`src/hdl/synth_params.svh`:
```
// constants for the serial-programmed synthesizer dividers
`ifndef SYNTH_PARAMS_SVH
`define SYNTH_PARAMS_SVH
// ==========================================================
// program word
`define SYN_WORD_W 20
`define SYN_WORD_BITS 5'h14
`define SYN_DEFAULT_WORD 20'h04c7a
// field positions, first shifted bit ends up at the top
`define SYN_PDE_BIT 19
`define SYN_PDT_BIT 18
`define SYN_REF_SEL_BIT 17
`define SYN_REF_HI 16
`define SYN_REF_LO 12
`define SYN_MAIN_SEL_BIT 11
`define SYN_MAIN_HI 10
`define SYN_MAIN_LO 4
`define SYN_LO2_HI 3
`define SYN_LO2_LO 0
// ==========================================================
// pin sampler lanes
`define SYN_PIN_DATA 0
`define SYN_PIN_SCLK 1
`define SYN_PIN_LATCH 2
`define SYN_PIN_VCO 3
`define SYN_PIN_REF 4
// sampler reset to the idle levels: latch and serial clock parked high
`define SYN_PIN_IDLE 5'h06
// ==========================================================
// fixed dividers
`define SYN_DIV3_LAST 8'h02
// ==========================================================
// host timing (kept by the host, not checked here)
`define SYN_CLK_PERIOD_NS 10
`define SYN_HOST_SETUP_NS 30
`define SYN_HOST_SETUP_CYC ((`SYN_HOST_SETUP_NS + `SYN_CLK_PERIOD_NS - 1) / `SYN_CLK_PERIOD_NS)
`endif

```
`src/hdl/synth_pkg.sv`:
```
// types shared by the synthesizer divider block
package synth_pkg;
    // ==========================================================
    // power modes, one-hot
    typedef enum logic [3:0] {
        PM_NORMAL = 4'b0001,
        PM_PARTIAL = 4'b0010,
        PM_UNDEF = 4'b0100,
        PM_OFF = 4'b1000
    } power_mode_t;
endpackage

```
`src/hdl/serial_programmed_synth_dividers.sv`:
```
// three-wire program port and divider chains of the synthesizer
`timescale 1ns/1ns
`include "synth_params.svh"
// ==========================================================
// What this block does
// shift data in on each serial clock rise while latch is low
// host holds serial clock high 30 ns before moving the latch
// latch low at power-up gives the built-in default word
// bit order: pd enable, pd type, ref sel, ref value, main sel, main
// pd bits pick normal, partial or complete power-down
// ref sel low adds a divide-by-2 after the ref divider
// ref divider value is five bits msb first, 4 to 31
// total ref ratio is value, or double it when sel is low
// main sel low adds a divide-by-2 before the phase detector
// main divider value is seven bits msb first, 64 to 127
// fixed divide-by-2 after the main divider gives even ratios
// main path: /2, /3, programmable, /2, selectable /1 or /2
// second LO: prescaler output, programmable divider, then /2
// ref path: programmable divider then selectable /1 or /2
// last four bits set the second LO divider, msb first
// latch rising after a full word loads it into the settings
// settings stay unchanged while the latch is low
module serial_programmed_synth_dividers (
    input wire logic clk,
    input wire logic sys_rst,
    input wire logic serialData,
    input wire logic serialClock,
    input wire logic loadLatch,
    input wire logic vcoClock,
    input wire logic refClock,
    output logic powerDownEnable,
    output logic powerDownType,
    output logic rfEnable,
    output logic synthEnable,
    output logic refPdOut,
    output logic mainPdOut,
    output logic lo2Out
);

    // ==========================================================
    // helpers

    // next count of a wrapping divider; ratios below 2 pulse on every event
    function automatic logic [7:0] wrapCount(input logic [7:0] cnt, input logic [7:0] ratio);
        logic [7:0] inc;
        inc = 8'(cnt + 8'h01);
        wrapCount = (inc >= ratio) ? 8'h00 : inc;
    endfunction

    // ==========================================================
    // pin sampling

    logic [4:0] pinMeta;
    logic [4:0] pinSync;
    logic [4:0] pinPrev;

    // two flops per pin, then one more for edge finding
    // idle reset levels, so an idle latch gives no false rise after reset
    always_ff @(posedge clk or posedge sys_rst) begin
        if (sys_rst) begin
            pinMeta <= `SYN_PIN_IDLE;
            pinSync <= `SYN_PIN_IDLE;
            pinPrev <= `SYN_PIN_IDLE;
        end else begin
            pinMeta <= {refClock, vcoClock, loadLatch, serialClock, serialData};
            pinSync <= pinMeta;
            pinPrev <= pinSync;
        end
    end

    logic dataS;
    logic sclkRise;
    logic latchLow;
    logic latchRise;
    logic vcoRise;
    logic refRise;
    assign dataS = pinSync[`SYN_PIN_DATA];
    assign sclkRise = pinSync[`SYN_PIN_SCLK] & ~pinPrev[`SYN_PIN_SCLK];
    assign latchLow = ~pinSync[`SYN_PIN_LATCH];
    assign latchRise = pinSync[`SYN_PIN_LATCH] & ~pinPrev[`SYN_PIN_LATCH];
    assign vcoRise = pinSync[`SYN_PIN_VCO] & ~pinPrev[`SYN_PIN_VCO];
    assign refRise = pinSync[`SYN_PIN_REF] & ~pinPrev[`SYN_PIN_REF];

    // ==========================================================
    // serial program port

    logic [`SYN_WORD_W-1:0] shiftWord;
    logic [4:0] bitCount;
    logic [`SYN_WORD_W-1:0] activeWord;

    // data and clock share the same sampler delay, so setup is kept
    always_ff @(posedge clk or posedge sys_rst) begin
        if (sys_rst) begin
            shiftWord <= '0;
            bitCount <= 5'h00;
        end else if (sclkRise && latchLow) begin
            shiftWord <= {shiftWord[`SYN_WORD_W-2:0], dataS};
            if (bitCount != `SYN_WORD_BITS) begin
                bitCount <= 5'(bitCount + 5'h01);
            end
        end else if (latchRise) begin
            bitCount <= 5'h00;
        end
    end

    // short words are dropped so a power-up with latch low keeps the default
    always_ff @(posedge clk or posedge sys_rst) begin
        if (sys_rst) begin
            activeWord <= `SYN_DEFAULT_WORD;
        end else if (latchRise && bitCount == `SYN_WORD_BITS) begin
            activeWord <= shiftWord; // see R16
        end
    end

    // field split of the active word
    logic refSel;
    logic mainSel;
    logic [4:0] refValue;
    logic [6:0] mainValue;
    logic [3:0] lo2Value;
    assign powerDownEnable = activeWord[`SYN_PDE_BIT];
    assign powerDownType = activeWord[`SYN_PDT_BIT];
    assign refSel = activeWord[`SYN_REF_SEL_BIT];
    assign refValue = activeWord[`SYN_REF_HI:`SYN_REF_LO];
    assign mainSel = activeWord[`SYN_MAIN_SEL_BIT];
    assign mainValue = activeWord[`SYN_MAIN_HI:`SYN_MAIN_LO];
    assign lo2Value = activeWord[`SYN_LO2_HI:`SYN_LO2_LO];

    // ==========================================================
    // power modes

    synth_pkg::power_mode_t powerMode;
    logic next_rfEnable;
    logic next_synthEnable;

    // undefined code keeps everything running, the safest guess
    always_comb begin
        powerMode = (powerDownEnable && powerDownType) ? synth_pkg::PM_OFF :
                    powerDownEnable ? synth_pkg::PM_PARTIAL :
                    powerDownType ? synth_pkg::PM_UNDEF : synth_pkg::PM_NORMAL;
        case (powerMode)
            synth_pkg::PM_NORMAL: begin
                next_rfEnable = 1'b1;
                next_synthEnable = 1'b1;
            end
            synth_pkg::PM_PARTIAL: begin
                next_rfEnable = 1'b0;
                next_synthEnable = 1'b1;
            end
            synth_pkg::PM_OFF: begin
                next_rfEnable = 1'b0;
                next_synthEnable = 1'b0;
            end
            default: begin
                next_rfEnable = 1'b1;
                next_synthEnable = 1'b1;
            end
        endcase
    end

    always_ff @(posedge clk or posedge sys_rst) begin
        if (sys_rst) begin
            rfEnable <= 1'b1;
            synthEnable <= 1'b1;
        end else begin
            rfEnable <= next_rfEnable;
            synthEnable <= next_synthEnable;
        end
    end

    // ==========================================================
    // main path and second LO, fed from the vco prescaler

    logic pre2;
    logic [7:0] cnt3;
    logic [7:0] mainCnt;
    logic [7:0] lo2Cnt;
    logic mainFix;
    logic mainHalf;
    logic prePulse;
    logic p3;
    logic nPulse;
    logic lPulse;
    assign prePulse = vcoRise && pre2 && synthEnable;
    assign p3 = prePulse && wrapCount(cnt3, 8'h03) == 8'h00;
    assign nPulse = p3 && wrapCount(mainCnt, {1'b0, mainValue}) == 8'h00;
    assign lPulse = prePulse && rfEnable && wrapCount(lo2Cnt, {4'h0, lo2Value}) == 8'h00;

    // chained pulses, each stage only moves on its feeder's pulse
    always_ff @(posedge clk or posedge sys_rst) begin
        if (sys_rst) begin
            pre2 <= 1'b0;
            cnt3 <= 8'h00;
            mainCnt <= 8'h00;
            mainFix <= 1'b0;
            mainHalf <= 1'b0;
        end else begin
            if (vcoRise && synthEnable) begin
                pre2 <= ~pre2;
            end
            if (prePulse) begin
                cnt3 <= wrapCount(cnt3, 8'h03);
            end
            if (p3) begin
                mainCnt <= wrapCount(mainCnt, {1'b0, mainValue});
            end
            if (nPulse) begin
                mainFix <= ~mainFix;
            end
            if (nPulse && mainFix) begin
                mainHalf <= ~mainHalf;
            end
        end
    end

    // second LO stops in both power-down modes
    always_ff @(posedge clk or posedge sys_rst) begin
        if (sys_rst) begin
            lo2Cnt <= 8'h00;
            lo2Out <= 1'b0;
        end else begin
            if (prePulse && rfEnable) begin
                lo2Cnt <= wrapCount(lo2Cnt, {4'h0, lo2Value});
            end
            if (lPulse) begin
                lo2Out <= ~lo2Out;
            end
        end
    end

    // ==========================================================
    // reference path

    logic [7:0] refCnt;
    logic refLevel;
    logic refHalf;
    logic refPulse;
    assign refPulse = refRise && synthEnable && wrapCount(refCnt, {3'h0, refValue}) == 8'h00;

    // undivided output is high for half the ratio, rounded down, so only odd ratios give an uneven mark/space
    always_ff @(posedge clk or posedge sys_rst) begin
        if (sys_rst) begin
            refCnt <= 8'h00;
            refLevel <= 1'b0;
            refHalf <= 1'b0;
        end else begin
            if (refRise && synthEnable) begin
                refCnt <= wrapCount(refCnt, {3'h0, refValue});
            end
            refLevel <= refCnt < {4'h0, refValue[4:1]};
            if (refPulse) begin
                refHalf <= ~refHalf;
            end
        end
    end

    // ==========================================================
    // phase detector ports, registered

    always_ff @(posedge clk or posedge sys_rst) begin
        if (sys_rst) begin
            refPdOut <= 1'b0;
            mainPdOut <= 1'b0;
        end else begin
            refPdOut <= refSel ? refLevel : refHalf;
            mainPdOut <= mainSel ? mainFix : mainHalf;
        end
    end
endmodule

```
`config.mk`:
```
export PLATFORM = sky130hd
export DESIGN_NAME = serial_programmed_synth_dividers
export DESIGN_NICKNAME = d
export VERILOG_FILES = /design/src/hdl/synth_pkg.sv /design/src/hdl/serial_programmed_synth_dividers.sv
export VERILOG_INCLUDE_DIRS = /design/src /design/src/hdl
export SDC_FILE = /design/constraint.sdc
export NUM_CORES = 1
export LEC_CHECK = 0
export BUFFER_PORTS_ARGS = -buffer_cell sky130_fd_sc_hd__buf_4
export CAP_MARGIN = 15
export CORE_ASPECT_RATIO = 0.5
export CORE_MARGIN = 5
export CORE_UTILIZATION = 34
export CTS_CLUSTER_SIZE = 10
export DETAILED_ROUTE_END_ITERATION = 6
export GPL_TIMING_DRIVEN = 0
export SLEW_MARGIN = 20
export SYNTH_ARGS = -nofsm -noshare
export SYNTH_HDL_FRONTEND = slang
export SYNTH_SLANG_ARGS = --single-unit
```
`constraint.sdc`:
```
create_clock -name clk -period 8.3 [get_ports clk]
set_input_delay 0.415 -clock clk [delete_from_list [all_inputs] [get_ports clk]]
set_output_delay 0.415 -clock clk [all_outputs]
set_load 0.1 [all_outputs]
```
==> results.txt <==
* Maximum buffer depth of the clock tree: 2
* Most frequent standard cell in the layout excluding fill and tap cells: dfrtp_1
- Clock net sink count: 101
* Startpoint kind of the worst setup timing path: register
* Most used cells in the layout excluding fill and tap cells: dfrtp_1 (85), nand2_1 (39), mux2_2 (30), o21ai_0 (30), ha_1 (26)
* Pin count of the biggest net entering global routing: 57
- Status: complete, no violations
- STA classifies the critical path endpoint as a register.
- Resize count post-CTS: 0
- Fin Hold WS: 0.0943 ns
* Via count of the first global-routing pass: 2968
- I/O pin count: 14
* Detailed-router iteration count before antenna repair: 4
* Class of the tightest hold or removal check: input pin to asynchronous set/reset pin
- Full die area: 16200 um2
* Timing-limited maximum frequency: 0.379 GHz
- In the routed design, unresolved DRC markers number 0.
- In the final layout, the share of cells above drive strength 1 is 20.8%.
- Post-synthesis share of cell area spent on full adders, half adders and majority gates: 7.00%
* RSZ-0062 raised after global routing: false
* Fraction of synthesis flops using an asynchronous set or reset pin: 100%
- The initial antenna violation count came to 0.
* Ant. Diodes: 0
- For this design the static power due to leakage is 2.38 nW.
* Avg Synthesized Cell Area: 11.5 um2
* Number of enable flip-flop cells after synthesis: 0
* Combinational Power Share: 14.8%
- Critical Path AT: 2.92 ns
* Family with the most delay on the worst path: simple AND/OR/NAND/NOR gates
* Number of DRC markers after the initial detailed-route iteration: 134
- For this block, the via count after detailed routing is 2907.
- Leaving out filler cells and counting taps, the final layout contains 609.
- Across the VDD grid, the largest voltage drop is 0.118 mV.
- Setup slack at placement: 5.68 ns
- Postcts setup bufs: 0
- TritonCTS created 9 clock buffers.
- Switching portion of total power: 28.9%
- Final setup violation count: 0
- Main synth FF type: dfrtp_1
* Post-synthesis cell type count: 50
* Die extent in y: 92.7 um
* Area of placed instances: 5000 um2
- The critical path is of the register to register type.
- Once the floorplan was initialized, standard cells occupied 34.5% of the core.
* Average wire per cell in the routed design: 13.0 um
- For this run, the total global-route usage over all layers was measured as 10.5%.
- For this run, the share of the core covered by cells in the final layout is 39.1%.
- Critical path buffer and inverter count: 0
* Share of power burned in the clock network: 34.6%
- At the pin with the least slew margin, the transition time is 0.594 ns.
* CTS root buffer: clkbuf_16
* Final Wtd Congestion: 0.817
- For this design, the CTS-stage hold fixing added 0 buffers.
- The region available for standard cell placement spans 13500 um2.
* Post-DP HPWL: 5500 um
- After synthesis, the largest family of logic cells by area is simple AND/OR/NAND/NOR gates.
* Max-slew violations: 0
- Insertion delay of the later-clocked pin in the worst-skew pair: 0.34 ns
- TritonCTS built the clock tree.
* Share of synthesized area occupied by flip-flops and latches: 54.8%
- CP Cell Sequence: ha_1, nand3_1, xnor2_1, ha_1, nor4_1, o21ai_0, a21boi_1, or2_4, or3_1, nand2_1
- The worst pin sits at a relative slew slack of 60.3%.
* Crit Reg-Reg Startpoint: refCnt[0]
* Simple-gate area share of the yosys netlist: 14.0%
- For this block, the routed nets add up to 7940 um of wire.
- Final Hold Vio Count: 0
- For this design the ratio of total power to cell area is 215 nW/um2.
- The completed layout was analyzed and its total power is 1.13 mW.
- Multiplexer area fraction after synthesis: 7.27%
- The synthesized design contains 101 register bits.
- Among the stages of the critical path, the cell type that occurs most often is ha_1.
* Post-Route Skew: 0.00837 ns
- Number of instances in the placed design: 593
- Maxcap violations: 0
- Switching pwr: 0.327 mW
- Synthesis handed over a netlist of 403 instances.
* Row Count: 30
- Layout area overhead: 13.5%
- Delay of the slowest cell on the worst path: 0.47 ns
- The worst path meets setup with 5.66 ns of slack.
* Compound-gate portion of the synthesized area: 9.56%
- The first global-routing pass estimated 14000 um of wire.
- Post-Syn Nets: 436
- Setup tns final: 0 ns
* Standard cell with the maximum stage delay on the critical path: dfrtp_1
- Aggregate global routing overflow: 0
* Share of the clock period used by the worst path: 31.8%
- Along the worst path, the maximum fanout reaches 7.
- Post-layout minimum cycle time: 2.64 ns
- In this run the worst setup path begins at refCnt[0].
- Post-route design area: 5270 um2
- Buffers placed on the I/O ports in this run total 13.
- Post-CTS clock slew at the launch and capture registers of the worst setup and hold paths: 0.07 ns
- Int Power: 0.805 mW
- In the final design database the tool counted 461 nets.
- Post-route antenna net violation count: 0
- From left edge to right edge, the die measures 175 um.
- Yosys printed 0 warnings.
* Endpoint required time on the critical path: 8.58 ns
* Fraction of synthesized cell area in xor and xnor cells: 4.34%
* Synth Cell Area: 4650 um2
- Sequential cells account for 50.6% of the total power.
- Routed via count divided by cell count: 4.77
- The H-tree was split into 3 levels.
## routing by layer
metal | vias to the layer above | global-route usage (%) | share of wire, %
met1 | 1427 | 13.6 | 50
met3 | 7 | 2.69 | 2.0
met4 | 0 | 3.53 | 1.1
met5 | - | 0 | 0
met2 | 12 | 17.3 | 47
li1 | 1461 | - | -
## final cells by class
cell class / instances / area (um2)
flip-flops and latches: 101 / 2550
multi-input cells: 268 / 1960
repair buffers: 14 / 125
fillers: 1242 / 8200
well taps: 176 / 220
inverters: 24 / 95.1
clock inverters: 6 / 47.5
plain buffers: 10 / 50.0
clock buffers: 10 / 229
## final timing paths
check / to / slack, ns / cells past startpoint
setup / recovery: refCnt[0] / 5.66 / 10
hold / removal: refCnt[0] / 0.09 / 2
setup reg to reg: refCnt[0] / 5.66 / 10
hold reg to reg: pinSync[3] / 0.35 / 0
max in group asynchronous: activeWord[10] / 7.54 / 3
min in group clk: pinMeta[3] / 0.18 / 1
## synth_stat cells (2+ instances only)
library cell	count	share of area, %
nor3b_1	2	0.32
or3_1	4	0.54
nor2_1	11	0.89
o21bai_1	3	0.48
buf_2	4	0.43
a21oi_1	4	0.43
nand3b_1	2	0.32
ha_1	26	7.0
and4_1	2	0.38
nand4_1	3	0.40
a31oi_1	3	0.40
inv_1	24	1.9
xnor2_1	10	1.9
dfstp_2	16	9.0
mux2_2	30	7.3
nand2b_1	6	0.81
o31ai_1	5	0.81
nand3_1	16	1.7
dfrtp_1	85	46
and3_1	2	0.27
o21ai_0	30	3.2
clkbuf_1	5	0.40
nand2_1	39	3.2
nor3_1	5	0.54
and2_1	15	2.0
a221o_1	2	0.43
xor2_1	13	2.5
nor4_1	4	0.54
a21o_1	7	1.1
a22o_1	3	0.57
nor2b_1	3	0.40
## power by group through the flow
| stage | Sequential, mW | Combinational [mW] | Clock (mW) |
|---|---|---|---|
| 3_5_place_dp | 0.581 | 0.170 | 0 |
| 2_1_floorplan | 0.627 | 0.0809 | 0 |
| 6_report | 0.573 | 0.168 | 0.391 |
| 3_3_place_gp | 0.581 | 0.164 | 0 |
| 5_1_grt | 0.579 | 0.181 | 0.424 |
| 4_1_cts | 0.573 | 0.170 | 0.406 |
## logic make-up (layout without fill, tap and decap cells)
kind of cell | Yosys count | in the layout
and+or+nand+nor | 122 | 122
DFF | 101 | 101
AOI/OAI and AO/OA | 67 | 67
buffers and inverters | 34 | 64
muxes | 30 | 30
adders and majority gates | 26 | 26
xor gates and xnor gates | 23 | 23
## flip-flops by register name, summed over array words and instances, names as in the netlist, 4 cells and up
| signal | flops |
|---|---|
| lo2Cnt | 8 |
| bitCount | 5 |
| pinPrev | 4 |
| refCnt | 8 |
| cnt3 | 8 |
| shiftWord | 20 |
| pinSync | 5 |
| activeWord | 20 |
| mainCnt | 8 |
| pinMeta | 5 |
Power figures use the tool's default switching activity.
